### src/rcsf_pkg.sv
package rcsf_pkg;

   // register offsets
   localparam logic [7:0] CORE_WORD_OFF   = 8'h83;
   localparam logic [7:0] RECORD_OFF      = 8'h8e;
   localparam logic [7:0] EVT_STAT_OFF    = 8'h90;
   localparam logic [7:0] EVT_MASK_OFF    = 8'h91;

   // core status word field positions
   localparam int         CW_HI_MSB       = 7;
   localparam int         CW_HI_LSB       = 5;
   localparam int         CW_TIMEOUT_BIT  = 4;
   localparam int         CW_SLEEP_BIT    = 3;
   localparam int         CW_LO_MSB       = 2;
   localparam int         CW_LO_LSB       = 0;

   // power reset record field positions
   localparam int         REC_PWRON_BIT   = 1;
   localparam int         REC_DIP_BIT     = 0;

   // reset values
   localparam logic [2:0] CW_HI_RST       = 3'h0;
   localparam logic [2:0] CW_LO_RST       = 3'h0;
   localparam logic       TIMEOUT_RST     = 1'b1;
   localparam logic       SLEEP_FLAG_RST  = 1'b1;
   localparam logic       PWRON_RST       = 1'b0;
   localparam logic       DIP_RST         = 1'b0;

   // event status bit positions
   localparam int         EV_DIP          = 0;
   localparam int         EV_WDOG_RESET   = 1;
   localparam int         EV_WDOG_WAKE    = 2;
   localparam int         EV_CLR_RUN      = 3;
   localparam int         EV_CLR_SLEEP    = 4;
   localparam int         EV_N            = 5;
   localparam logic [4:0] EVT_RST         = 5'h00;
   localparam logic [4:0] MASK_RST        = 5'h00;

   typedef enum logic {
      RCSF_RUN    = 1'b0,
      RCSF_ASLEEP = 1'b1
   } rcsf_mode_t;

endpackage : rcsf_pkg

### src/rcsf_top.sv
// Contract
// - A power-on reset sets the watchdog time-out flag to one.
// - A power-on reset sets the sleep-entered flag to one.
// - Supply dip clears the dip flag, watchdog reset clears time-out, watchdog wake clears time-out and sleep flag.
// - An external clear while running leaves time-out and sleep flags unchanged.
// - An external clear while asleep leaves time-out at one and sleep flag at zero.
// - Non-power-up resets clear the top three status bits and keep the low three.
// - Power-on reset loads the status word with bits 4 and 3 set and bits 7 to 5 clear.
// - Unused record bits 7 to 2 read zero and power-on reset clears the power-on flag.
// - Record bit 1 is the power-on flag, bit 0 the active-low supply dip flag.
// - With dip detection disabled the dip flag is not maintained.
//
// Strobed register access was chosen for this implementation.
`timescale 1ns/100ps
`default_nettype none

module rcsf_top #(
   parameter int P_ADDR_W = 8
) (
   input  wire logic                i_mclk,
   input  wire logic                i_rst,
   input  wire logic [P_ADDR_W-1:0] i_addr,
   input  wire logic [7:0]          i_wdata,
   input  wire logic                i_wr,
   input  wire logic                i_rd,
   input  wire logic                i_supply_dip_detect_enable,
   input  wire logic                i_supply_dip_reset,
   input  wire logic                i_watchdog_timer_expire,
   input  wire logic                i_watchdog_timer_clear,
   input  wire logic                i_external_clear_pin,
   input  wire logic                i_sleep_enter,
   input  wire logic                i_wake_interrupt,
   output logic [7:0]               o_rdata,
   output logic                     o_irq,
   output logic                     o_watchdog_timeout_flag,
   output logic                     o_sleep_entered_flag,
   output logic                     o_power_on_flag,
   output logic                     o_supply_dip_flag,
   output logic                     o_asleep,
   output logic                     o_core_reset
);

   if (P_ADDR_W < 8) begin : g_bad_addr_w
      $error("rcsf_top: P_ADDR_W must be at least 8");
   end

   if (rcsf_pkg::EV_N > 8) begin : g_bad_ev_n
      $error("rcsf_top: event vector must fit one byte");
   end

   function automatic logic addr_hit(input logic [P_ADDR_W-1:0] a,
                                     input logic [7:0]          off);
      logic [P_ADDR_W-1:0] upper;
      upper    = a >> 8;
      addr_hit = (a[7:0] == off) && (upper == '0);
   endfunction : addr_hit

   logic [2:0]                cw_hi_q;
   logic [2:0]                cw_lo_q;
   logic                      timeout_q;
   logic                      sleep_flag_q;
   logic                      pwron_q;
   logic                      dip_q;
   rcsf_pkg::rcsf_mode_t      mode_q;
   logic [rcsf_pkg::EV_N-1:0] evt_q;
   logic [rcsf_pkg::EV_N-1:0] mask_q;
   logic [7:0]                rdata_q;
   logic                      irq_q;
   logic                      core_reset_q;

   logic                      dip_ev;
   logic                      wdog_rst_ev;
   logic                      wdog_wake_ev;
   logic                      clr_run_ev;
   logic                      clr_sleep_ev;
   logic                      any_reset;
   logic                      sleep_go;
   logic                      wdog_clr;
   logic                      wake_go;
   logic                      wr_core;
   logic                      wr_record;
   logic                      wr_evt;
   logic                      wr_mask;
   logic [rcsf_pkg::EV_N-1:0] ev_vec;
   logic [7:0]                core_word;
   logic [7:0]                record_word;
   logic [7:0]                evt_word;
   logic [7:0]                mask_word;

   // event decode, supply dip first
   always_comb begin
      dip_ev       = i_supply_dip_reset & i_supply_dip_detect_enable;
      wdog_rst_ev  = i_watchdog_timer_expire & (mode_q == rcsf_pkg::RCSF_RUN) & ~dip_ev;
      wdog_wake_ev = i_watchdog_timer_expire & (mode_q == rcsf_pkg::RCSF_ASLEEP) & ~dip_ev;
      clr_run_ev   = i_external_clear_pin & (mode_q == rcsf_pkg::RCSF_RUN)
                     & ~dip_ev & ~i_watchdog_timer_expire;
      clr_sleep_ev = i_external_clear_pin & (mode_q == rcsf_pkg::RCSF_ASLEEP)
                     & ~dip_ev & ~i_watchdog_timer_expire;
      any_reset    = dip_ev | wdog_rst_ev | clr_run_ev | clr_sleep_ev;
      sleep_go     = i_sleep_enter & ~any_reset & ~wdog_wake_ev;
      wdog_clr     = i_watchdog_timer_clear & ~any_reset & ~wdog_wake_ev & ~i_sleep_enter;
      wake_go      = i_wake_interrupt & (mode_q == rcsf_pkg::RCSF_ASLEEP);
   end

   always_comb begin
      ev_vec                          = '0;
      ev_vec[rcsf_pkg::EV_DIP]        = dip_ev;
      ev_vec[rcsf_pkg::EV_WDOG_RESET] = wdog_rst_ev;
      ev_vec[rcsf_pkg::EV_WDOG_WAKE]  = wdog_wake_ev;
      ev_vec[rcsf_pkg::EV_CLR_RUN]    = clr_run_ev;
      ev_vec[rcsf_pkg::EV_CLR_SLEEP]  = clr_sleep_ev;
   end

   // write decode
   always_comb begin
      wr_core   = 1'b0;
      wr_record = 1'b0;
      wr_evt    = 1'b0;
      wr_mask   = 1'b0;
      if (!i_wr) begin
         wr_core = 1'b0;
      end else if (addr_hit(i_addr, rcsf_pkg::CORE_WORD_OFF)) begin
         wr_core = 1'b1;
      end else if (addr_hit(i_addr, rcsf_pkg::RECORD_OFF)) begin
         wr_record = 1'b1;
      end else if (addr_hit(i_addr, rcsf_pkg::EVT_STAT_OFF)) begin
         wr_evt = 1'b1;
      end else if (addr_hit(i_addr, rcsf_pkg::EVT_MASK_OFF)) begin
         wr_mask = 1'b1;
      end
   end

   // read words
   always_comb begin
      core_word                                             = 8'h00;
      core_word[rcsf_pkg::CW_HI_MSB:rcsf_pkg::CW_HI_LSB]    = cw_hi_q;
      core_word[rcsf_pkg::CW_TIMEOUT_BIT]                   = timeout_q;
      core_word[rcsf_pkg::CW_SLEEP_BIT]                     = sleep_flag_q;
      core_word[rcsf_pkg::CW_LO_MSB:rcsf_pkg::CW_LO_LSB]    = cw_lo_q;
      record_word                                           = 8'h00;
      record_word[rcsf_pkg::REC_PWRON_BIT]                  = pwron_q;
      record_word[rcsf_pkg::REC_DIP_BIT]                    = dip_q;
      evt_word                                              = 8'h00;
      evt_word[rcsf_pkg::EV_N-1:0]                          = evt_q;
      mask_word                                             = 8'h00;
      mask_word[rcsf_pkg::EV_N-1:0]                         = mask_q;
   end

   // status word upper bits
   always_ff @(posedge i_mclk) begin
      if (i_rst) begin
         cw_hi_q <= rcsf_pkg::CW_HI_RST;
      end else if (any_reset) begin
         cw_hi_q <= rcsf_pkg::CW_HI_RST;
      end else if (wr_core) begin
         cw_hi_q <= i_wdata[rcsf_pkg::CW_HI_MSB:rcsf_pkg::CW_HI_LSB];
      end
   end

   // status word low bits
   always_ff @(posedge i_mclk) begin
      if (i_rst) begin
         cw_lo_q <= rcsf_pkg::CW_LO_RST;
      end else if (wr_core && !any_reset) begin
         cw_lo_q <= i_wdata[rcsf_pkg::CW_LO_MSB:rcsf_pkg::CW_LO_LSB];
      end
   end

   // watchdog time-out flag
   always_ff @(posedge i_mclk) begin
      if (i_rst) begin
         timeout_q <= rcsf_pkg::TIMEOUT_RST;
      end else if (dip_ev) begin
         timeout_q <= 1'b1;
      end else if (wdog_rst_ev || wdog_wake_ev) begin
         timeout_q <= 1'b0;
      end else if (clr_sleep_ev) begin
         timeout_q <= 1'b1;
      end else if (sleep_go || wdog_clr) begin
         timeout_q <= 1'b1;
      end
   end

   // sleep-entered flag
   always_ff @(posedge i_mclk) begin
      if (i_rst) begin
         sleep_flag_q <= rcsf_pkg::SLEEP_FLAG_RST;
      end else if (dip_ev) begin
         sleep_flag_q <= 1'b1;
      end else if (wdog_wake_ev) begin
         sleep_flag_q <= 1'b0;
      end else if (clr_sleep_ev) begin
         sleep_flag_q <= 1'b0;
      end else if (sleep_go) begin
         sleep_flag_q <= 1'b0;
      end else if (wdog_clr) begin
         sleep_flag_q <= 1'b1;
      end
   end

   // power-on flag
   // untouched by other resets
   always_ff @(posedge i_mclk) begin
      if (i_rst) begin
         pwron_q <= rcsf_pkg::PWRON_RST;
      end else if (wr_record) begin
         pwron_q <= i_wdata[rcsf_pkg::REC_PWRON_BIT];
      end
   end

   // supply dip flag, active low
   // disabled dips never reach here
   always_ff @(posedge i_mclk) begin
      if (i_rst) begin
         dip_q <= rcsf_pkg::DIP_RST;
      end else if (dip_ev) begin
         dip_q <= 1'b0;
      end else if (wr_record) begin
         dip_q <= i_wdata[rcsf_pkg::REC_DIP_BIT];
      end
   end

   // run or asleep
   always_ff @(posedge i_mclk) begin
      if (i_rst) begin
         mode_q <= rcsf_pkg::RCSF_RUN;
      end else begin
         case (mode_q)
            rcsf_pkg::RCSF_RUN: begin
               if (sleep_go) begin
                  mode_q <= rcsf_pkg::RCSF_ASLEEP;
               end
            end
            rcsf_pkg::RCSF_ASLEEP: begin
               // any reset or wake ends sleep
               if (any_reset || wdog_wake_ev || wake_go) begin
                  mode_q <= rcsf_pkg::RCSF_RUN;
               end
            end
            default: begin
               mode_q <= rcsf_pkg::RCSF_RUN;
            end
         endcase
      end
   end

   // sticky event bits, set beats clear
   for (genvar g = 0; g < rcsf_pkg::EV_N; g++) begin : g_evt
      always_ff @(posedge i_mclk) begin
         if (i_rst) begin
            evt_q[g] <= rcsf_pkg::EVT_RST[g];
         end else if (ev_vec[g]) begin
            evt_q[g] <= 1'b1;
         end else if (wr_evt && i_wdata[g]) begin
            evt_q[g] <= 1'b0;
         end
      end
   end

   // interrupt mask
   always_ff @(posedge i_mclk) begin
      if (i_rst) begin
         mask_q <= rcsf_pkg::MASK_RST;
      end else if (wr_mask) begin
         mask_q <= i_wdata[rcsf_pkg::EV_N-1:0];
      end
   end

   // interrupt level
   // level lags status by a cycle
   always_ff @(posedge i_mclk) begin
      if (i_rst) begin
         irq_q <= 1'b0;
      end else begin
         irq_q <= |(evt_q & mask_q);
      end
   end

   // reset pulse to the core
   // pulse marks non-power-up resets
   always_ff @(posedge i_mclk) begin
      if (i_rst) begin
         core_reset_q <= 1'b0;
      end else begin
         core_reset_q <= any_reset;
      end
   end

   // read data, one cycle after strobe
   always_ff @(posedge i_mclk) begin
      if (i_rst) begin
         rdata_q <= 8'h00;
      end else if (!i_rd) begin
         rdata_q <= 8'h00;
      end else if (addr_hit(i_addr, rcsf_pkg::CORE_WORD_OFF)) begin
         rdata_q <= core_word;
      end else if (addr_hit(i_addr, rcsf_pkg::RECORD_OFF)) begin
         rdata_q <= record_word;
      end else if (addr_hit(i_addr, rcsf_pkg::EVT_STAT_OFF)) begin
         rdata_q <= evt_word;
      end else if (addr_hit(i_addr, rcsf_pkg::EVT_MASK_OFF)) begin
         rdata_q <= mask_word;
      end else begin
         rdata_q <= 8'h00;
      end
   end

   // outputs straight from flip-flops
   assign o_rdata                 = rdata_q;
   assign o_irq                   = irq_q;
   assign o_watchdog_timeout_flag = timeout_q;
   assign o_sleep_entered_flag    = sleep_flag_q;
   assign o_power_on_flag         = pwron_q;
   assign o_supply_dip_flag       = dip_q;
   assign o_asleep                = mode_q;
   assign o_core_reset            = core_reset_q;

endmodule : rcsf_top

`default_nettype wire

### config.mk
export PLATFORM = sky130hd
export DESIGN_NAME = rcsf_top
export DESIGN_NICKNAME = d
export VERILOG_FILES = /design/src/rcsf_pkg.sv /design/src/rcsf_top.sv
export SDC_FILE = /design/constraint.sdc
export NUM_CORES = 1
export LEC_CHECK = 0
export ABC_AREA = 1
export ABC_CLOCK_PERIOD_IN_PS = 2600
export BUFFER_PORTS_ARGS = -buffer_cell sky130_fd_sc_hd__buf_2
export CAP_MARGIN = 20
export CORE_ASPECT_RATIO = 0.6
export CORE_MARGIN = 2
export CORE_UTILIZATION = 55
export CTS_CLUSTER_SIZE = 10
export DETAILED_ROUTE_END_ITERATION = 8
export PLACE_DENSITY = 0.87
export SLEW_MARGIN = 15
export SYNTH_ARGS = -nofsm -noshare
export SYNTH_HDL_FRONTEND = slang
export SYNTH_SLANG_ARGS = --single-unit
### constraint.sdc
create_clock -name i_mclk -period 2.6 [get_ports i_mclk]
set_clock_uncertainty 0.2 [all_clocks]
set_input_delay 0.13 -clock i_mclk [delete_from_list [all_inputs] [get_ports i_mclk]]
set_output_delay 0.13 -clock i_mclk [all_outputs]
set_load 0.01 [all_outputs]
Word level (Yosys, flattened, before mapping)
Cells that the tools add are included.
{"block": "word_totals", "elab_cells": 108, "ram_bits": 0, "n_memories": 0, "output_inout_bits": 15, "romBits": 0, "regBits": 31, "latchBits": 0}
{"block": "classes", "bitwise": 28, "n_div": 0, "n_lt_le_gt_ge": 0, "n_mul": 0, "n_eq_ne": 4, "shift": 0, "reduce_logical": 22, "n_addsub": 0, "mux": 38}
{"cell": "1-bit two-way mux", "count": 33}
{"cell": "8-bit == test, second input constant", "count": 4}
{"cell": "1-bit AND", "count": 17}
{"cell": "5-bit two-way mux", "count": 3}
{"cell": "2-bit nonzero test", "count": 5}
{"cell": "8-bit two-way mux", "count": 1}
{"cell": "1-bit inverter", "count": 7}
{"cell": "1-bit logical AND", "count": 6}
{"cell": "2-bit OR reduction", "count": 3}
{"cell": "5-bit AND", "count": 1}
{"cell": "5-bit OR reduction", "count": 1}
{"cell": "1-bit logical OR", "count": 4}
{"cell": "4-bit nonzero test", "count": 1}
{"cell": "1-bit OR", "count": 3}
{"cell": "3-bit nonzero test", "count": 1}
{"cell": "1-bit case mux with 2 select lines", "count": 1}
{"cell": "1-bit logical NOT", "count": 1}

Depth between registers and ports, before layout
Gate-level depths: netlist of run 1.
{"block": "logic_depth", "ltp_word": 14, "mapped_depth": 9, "mapped_depth_nobuf": 9}

Worst setup path before layout of run 1
Ideal clock, no wire load.
{"block": "synth_timing", "path_type": "reg2reg", "start": "register mode_q (netlist: o_asleep)", "end": "register sleep_flag_q (netlist: o_sleep_entered_flag)", "path_slack_ps": 1352, "synth_period_minus_slack_ps": 1248, "stages_incl_launch_ff": 8, "required_ps": 2280, "t_arrival_ps": 928, "path_cell_list": "dfxtp_1 nor2_1 nor2_4 nand2_1 nand3_1 inv_1 nand2_1 nand2_1"}
{"block": "synth_via", "elab_chain_len": 12, "elab_cells_between_ends": 25, "cone_classes": "3 x mux; 21 x bitwise; 1 x reduce/logical"}
{"element": "start, declared", "line": "rcsf_top.sv:64", "text": "rcsf_pkg::rcsf_mode_t mode_q;"}
{"element": "start signal, assigned", "line": "rcsf_top.sv:226", "text": "mode_q <= rcsf_pkg::RCSF_RUN;"}
{"element": "start signal, assigned", "line": "rcsf_top.sv:231", "text": "mode_q <= rcsf_pkg::RCSF_ASLEEP;"}
{"element": "start signal, assigned", "line": "rcsf_top.sv:237", "text": "mode_q <= rcsf_pkg::RCSF_RUN;"}
{"element": "1-bit inverter"}
{"element": "1-bit AND, on equally long branches", "line": "rcsf_top.sv:93, rcsf_top.sv:95"}
{"element": "1-bit AND, on equally long branches", "line": "rcsf_top.sv:93, rcsf_top.sv:96"}
{"element": "1-bit OR / 1-bit AND (equally long branches)", "line": "rcsf_top.sv:99, rcsf_top.sv:96"}
{"element": "1-bit OR (2 in a row)", "line": "rcsf_top.sv:99", "text": "any_reset = dip_ev | wdog_rst_ev | clr_run_ev | clr_sleep_ev;"}
{"element": "1-bit inverter", "line": "rcsf_top.sv:100, rcsf_top.sv:101"}
{"element": "1-bit AND (2 in a row)", "line": "rcsf_top.sv:100", "text": "sleep_go = i_sleep_enter & ~any_reset & ~wdog_wake_ev;"}
{"element": "1-bit two-way mux", "line": "rcsf_top.sv:194", "text": "end else if (sleep_go) begin"}
{"element": "1-bit two-way mux", "line": "rcsf_top.sv:192", "text": "end else if (clr_sleep_ev) begin"}
{"element": "1-bit two-way mux", "line": "rcsf_top.sv:190", "text": "end else if (wdog_wake_ev) begin"}
{"element": "end signal, assigned", "line": "rcsf_top.sv:187", "text": "sleep_flag_q <= rcsf_pkg::SLEEP_FLAG_RST;"}
{"element": "end, declared", "line": "rcsf_top.sv:61", "text": "logic sleep_flag_q;"}
Parallel ways exist; a longest one is shown, timed or not.
A chain may end at the register's enable or synchronous reset.

Final worst setup path of run 1
{"block": "layout_timing", "start": "input port i_watchdog_timer_expire", "end": "register timeout_q (netlist: o_watchdog_timeout_flag)"}
{"block": "layout_via", "elab_chain_len": 11, "elab_cells_between_ends": 22, "cone_classes": "2 x mux; 17 x bitwise; 3 x reduce/logical"}
{"element": "start, declared", "line": "rcsf_top.sv:28", "text": "input wire logic i_watchdog_timer_expire,"}
{"element": "1-bit AND (2 in a row)", "line": "rcsf_top.sv:93", "text": "wdog_rst_ev = i_watchdog_timer_expire & (mode_q == rcsf_pkg::RCSF_RUN) & ~dip_ev;"}
{"element": "1-bit OR (3 in a row)", "line": "rcsf_top.sv:99"}
{"element": "1-bit inverter", "line": "rcsf_top.sv:100, rcsf_top.sv:101"}
{"element": "1-bit AND (3 in a row)", "line": "rcsf_top.sv:101", "text": "wdog_clr = i_watchdog_timer_clear & ~any_reset & ~wdog_wake_ev & ~i_sleep_enter;"}
{"element": "1-bit logical OR", "line": "rcsf_top.sv:179", "text": "end else if (sleep_go || wdog_clr) begin"}
{"element": "3-bit nonzero test (no source line)"}
{"element": "end signal, assigned", "line": "rcsf_top.sv:172", "text": "timeout_q <= rcsf_pkg::TIMEOUT_RST;"}
{"element": "end, declared", "line": "rcsf_top.sv:60", "text": "logic timeout_q;"}
Parallel ways exist; a longest one is shown, timed or not.

==> impl_metrics.toml, run 1 <==
[worst_hold_path]
hold_class = "in -> reg"
min_from = "i_rd"
min_path_cells = 3

[clock_network]
cts_buffers = 5
cts.htree.levels = 2
cts_root_buf = "clkbuf_8"
clk_latency_ns = 0.28
clk_pin_slew_ns = 0.06
clock-sinks = 31
max-clock-path-buffers = 2
cts_tree = "yes"

[global_route]
grt_antenna_before_repair = 0
met1_usage_pct = 36.2
grt_pass1_wl_mm = 7.00
grt_usage_pct = 29.5
grt_overflow = 0
grt_use_met3_pct = 6.70
globalRouteMet2Util_pct = 51.7
busiest_layer = "met2"
grt_pass1_vias = 1596
grt_max_degree = 14

[routing]
detail-route-antenna-nets = 0
drt_iter0_drc = 103
first_pass_iters = 5
drc = 0
route.vias.total = 1678
routedWlPerCell_um = 13.6
viasPerCell = 5.26
routed_wl_mm = 4.33

[timing]
timing.final.crit_share_pct = 95.9
hold_viol_final = 0
period_needed_ns = 2.49
worst_slack_ns = 0.106
slew_headroom_pct = 68.9
fmax_ghz = 0.401
tightest_slew_ns = 0.467
setup_viol = 0
setup_tns_ns = 0
slew_viol_final = 0

[synth]
syn_area_per_cell_um2 = 7.06
syn-cell-area_um2 = 1530
ys_warn_count = 0
yosysUniqueCellTypes = 24
synth_fp_nets = 244
synthCells = 217
synth_seq_cells = 31
seq_area_frac_synth_pct = 40.5

[worst_setup_path]
ff2ff_path_depth = 8
path_cells = "dlygate4sd3_1 -> buf_2 -> inv_2 -> nor2_1 -> nor2_4 -> o211ai_1 -> nand2_1 -> nand2_1 -> dlygate4sd3_1 -> nand2_1 -> dlygate4sd3_1"
end_kind = "flip-flop"
crit_required_ns = 2.57
crit_arrival_ns = 2.47
cp-startpoint = "i_watchdog_timer_expire"
worstSetupPathType = "in -> reg"
worstPathMaxFanout = 5
startpoint_type = "primary input"
critPathMaxStageDelay_ns = 0.56
reg2reg_from = "o_asleep"
critPathSlowestCell = "dlygate4sd3_1"

[pwr]
p_leak_nw = 1.02
p_comb_share_pct = 13.3
power-per-cell-area_nw_per_um2 = 469
swShare_pct = 26.1
internal_power_mw = 0.726
p_sw_mw = 0.256
p_clk_share_pct = 36.8
vdd_drop_max_v = 0.000391
seqPwrFrac_pct = 49.9
fin_total_pwr_mw = 0.982

[placed_design]
place_ws_ns = 1.24
gp_congestion = 0.845
dp_hpwl_mm = 2.79
port_buffers = 41
dp.cells = 288

[floorplanning]
io_pins = 42
initial_utilization_pct = 59.5
fp.coreArea_um2 = 2570
die_x_um = 72.1
die_h_um = 44.9
die_area_um2 = 3240
floorplan.rows = 14

[cells_and_area]
fin_cells = 319
diodes = 0
drive_above_1_share_pct = 24.7
utilization_pct = 81.2
final_nets = 313
synthToLayoutAreaGrowth_pct = 36.6

[flow_run]
cap_violations = 0

[outcome]
outcome = "completed"
## power groups by stage
| stage | clock network, mW | logic, mW | registers (mW) |
|---|---|---|---|
| global route | 0.384 | 0.143 | 0.491 |
| CTS | 0.361 | 0.122 | 0.489 |
| detailed placement | 0 | 0.102 | 0.500 |
| finish | 0.361 | 0.130 | 0.490 |
| floorplan | 0 | 0.0581 | 0.500 |
| global placement | 0 | 0.0989 | 0.500 |
## cells by family (layout without fill, tap and decap cells)
logic type	count (synthesis)	after routing	synth area share [%]
compound gates	21	21	7.27
buf+inv	31	101	7.76
simple gates	134	134	44.4
flops	31	31	40.5
## cell type report
type	count	area (um^2)
Fill cell	186	483
Clock inverter	1	5.00
Inverter	29	110
Tap cell	32	40.0
Timing Repair Buffer	64	433
Clock buffer	7	76.3
Multi-Input combinational cell	155	807
Sequential cell	31	621
## cells in the mapped netlist, drive strengths merged
library cell / n / area share, %
nand3: 24 / 9.5
a31oi: 3 / 1.2
clkinv: 1 / 0.33
clkbuf: 1 / 0.24
nor3: 1 / 0.33
o211ai: 1 / 0.49
nor2: 33 / 14
o21ai: 3 / 0.98
buf: 1 / 0.33
and3: 1 / 0.41
nand2: 71 / 19
nand4: 2 / 0.82
nand3b: 2 / 0.98
dfxtp: 31 / 41
inv: 28 / 6.9
a21oi: 14 / 4.6
## cell usage in the layout (no fill, tap or decap), drive strengths merged
master	n
nand2	71
buf	42
nor2	33
dfxtp	31
inv	28
nand3	24
dlygate4sd3	22
a21oi	14
clkbuf	7
a31oi	3
o21ai	3
nand4	2
clkinv	2
nand3b	2
nor3	1
and3	1
o211ai	1
## worst max-delay path, delay by kind of cell
family,cells,cell delay [ns]
buffers and inverters,5,1.83
AO/OA/AOI/OAI,1,0.09
AND/OR/NAND/NOR,5,0.42
## registers in the layout (all words and copies together) (netlist names), 3 cells and up
register	flops
o_rdata	8
evt_q	5
mask_q	5
cw_hi_q	3
cw_lo_q	3
## per-layer routing
layer / share of wire [%] / vias up / wire, um
met3: 7.9 / 12 / 344
met5: 0 / - / 0
met2: 47 / 85 / 2040
met1: 43 / 757 / 1860
met4: 1.8 / 0 / 78
li1: - / 824 / -
## path summary, 6_finish.rpt
path                              to  slack, ns
max          o_watchdog_timeout_flag       0.11
min                       o_rdata[4]      0.009
max reg2reg  o_watchdog_timeout_flag       0.28
min reg2reg               o_rdata[6]       0.24
## per-stage QoR
step,area (um^2),hold WS [ns]
after floorplan,1530,-0.000586
after global placement,1770,0.182
final,2090,0.00916
after global routing,2090,0.0131
after CTS,2070,0.00217
after detailed placement,1770,0.187
## what timing repair did
| item | 4_1_cts | 5_1_grt |
|---|---|---|
| endpoints found under the setup margin | 0 | 1 |
| hold buffers | 22 | 0 |
| setup buffers | 0 | 1 |
| gates resized for setup | 0 | 3 |
| hold endpoints to repair | 17 | 0 |
Note: power is estimated with default switching activity, not from simulation.
==> run 2, diff against run 1 <==
Settings changed: RECOVER_POWER set to 25.
==> run 2 against run 1 <==
Via count decreased by 0.77%. Core utilization decreased by 0.49 points. Register-to-register slack about the same. Die area unchanged. Worst hold slack improved by 0.0029 ns. Worst setup slack about the same. Cell count unchanged. Wire length decreased by 0.37%. Power increased by 0.24%. First-iteration DRC count increased by 15%. Largest power group unchanged.
==> impl_metrics.toml, run 2 (synthesis gave the netlist of run 1 again) <==
[outcome]
outcome = "completed"

[flow_run]
cap_violations = 0

[timing]
fmax_ghz = 0.401
slew_headroom_pct = 68.8
period_needed_ns = 2.49
hold_viol_final = 0
whs_ns = 0.0121
timing.final.crit_share_pct = 95.9
setup_viol = 0
tightest_slew_ns = 0.468
slew_viol_final = 0

[cells_and_area]
utilization_pct = 80.8
layout_common_cells = "nand2_1, dfxtp_1, buf_2"
fillers = 191
fin_cells = 319
fin_area_um2 = 2080
largest_reg_flops = 8
synthToLayoutAreaGrowth_pct = 35.8
drive_above_1_share_pct = 21.3
final_nets = 313
diodes = 0
layout_commonest_cell = "nand2_1"

[clock_network]
cts_buffers = 5
clk_latency_ns = 0.28
cts.htree.levels = 2
cts_root_buf = "clkbuf_8"
clk_pin_slew_ns = 0.06
cts_tree = "yes"
clock-sinks = 31
max-clock-path-buffers = 2

[global_route]
grt_max_degree = 14
grt_overflow = 0
grt_antenna_before_repair = 0
grt_usage_pct = 29.5
grt_pass1_vias = 1596
grt_pass1_wl_mm = 7.00

[floorplanning]
fp.coreArea_um2 = 2570
initial_utilization_pct = 59.5
die_x_um = 72.1
io_pins = 42
die_h_um = 44.9
floorplan.rows = 14
die_area_um2 = 3240

[worst_setup_path]
startpoint_type = "primary input"
crit_buf_inv = 5
ff2ff_path_depth = 8
rrSetupSlack_ns = 0.29
worstPathMaxFanout = 5
crit_arrival_ns = 2.46
rr_endpoint = "o_watchdog_timeout_flag"
cp.depth = 11
path_cells = "dlygate4sd3_1 -> buf_2 -> inv_2 -> nor2_1 -> nor2_4 -> o211ai_1 -> nand2_1 -> nand2_1 -> dlygate4sd3_1 -> nand2_1 -> dlygate4sd3_1"
crit_family = "buffers and inverters"
crit_required_ns = 2.57
worstSetupPathType = "in -> reg"
reg2reg_from = "o_asleep"
critPathMaxStageDelay_ns = 0.56
critPathSlowestCell = "dlygate4sd3_1"
end_kind = "flip-flop"

[routing]
routed_wl_mm = 4.31
detail-route-antenna-nets = 0
first_pass_iters = 4
drc = 0
routedWlPerCell_um = 13.5
route.vias.total = 1665
drt_iter0_drc = 118
viasPerCell = 5.22

[placed_design]
dp.cells = 288
dp_hpwl_mm = 2.79
gp_congestion = 0.845
place_area_um2 = 1770
port_buffers = 41

[worst_hold_path]
hold-path-endpoint = "o_rdata[4]"
min_path_cells = 3
hold_class = "in -> reg"
min_from = "i_rd"

[pwr]
p_leak_nw = 0.976
power-per-cell-area_nw_per_um2 = 473
vdd_drop_max_v = 0.000399
[run 2: worst max-delay path by stage]
stage | from | to | slack [ns]
after floorplan | o_asleep | o_sleep_entered_flag | 1.35
after global placement | i_rst | o_rdata[1] | 1.27
after detailed placement | i_addr[1] | evt_q[1] | 1.24
after CTS | i_supply_dip_detect_enable | o_watchdog_timeout_flag | 0.06
after global routing | i_watchdog_timer_expire | o_watchdog_timeout_flag | -0.004
final | i_watchdog_timer_expire | o_watchdog_timeout_flag | 0.11
[run 2: worst reg2reg max path, stage by stage (launching register included)]
cell and delay (ns):
dfxtp_1 0.36, nor2_1 0.24, nor2_4 0.05, o211ai_1 0.09
nand2_1 0.07, nand2_1 0.05, dlygate4sd3_1 0.54, nand2_1 0.05
dlygate4sd3_1 0.56
[run 2: final cells by class]
cell class              count  area (um^2)  share of cell area, %
multi-input cells         155          807                   38.8
clock inverters             1         5.00                  0.241
clock buffers               7         76.3                   3.67
inverters                  29          110                   5.29
well taps                  32         40.0                   1.93
flip-flops and latches     31          621                   29.8
repair buffers             64          420                   20.2
[run 2: stage by stage]
| stage | TNS (ns) | setup WS [ns] | power (mW) |
|---|---|---|---|
| final | 0 | 0.106 | 0.984 |
| after global routing | -0.00424 | -0.00424 | 1.02 |
| after CTS | 0 | 0.0644 | 0.973 |
| after detailed placement | 0 | 1.24 | 0.602 |
| after global placement | 0 | 1.27 | 0.599 |
| after floorplan | 0 | 1.35 | 0.558 |
[run 2: metal layers]
metal / part of all wire (%) / wire length [um] / vias up / GRT usage, %
li1: - / - / 827 / -
met1: 43 / 1840 / 741 / 36.2
met2: 47 / 2020 / 84 / 51.7
met3: 8.3 / 360 / 13 / 6.70
met4: 2.1 / 92 / 0 / 10.9
met5: 0 / 0 / - / 0
[run 2: power by group]
part           leakage [nW]  internal, mW  switching [mW]
Combinational         0.683        0.0549          0.0748
Clock                0.0422         0.187           0.177
Sequential            0.251         0.483         0.00730
Total                 0.976         0.726           0.259
[run 2: repair_timing]
item | 4_1_cts | 5_1_grt
setup endpoints to repair | 0 | 1
setup buffers | 0 | 1
hold endpoints to repair | 17 | 0
gates resized for setup | 0 | 3
hold buffers | 22 | 0
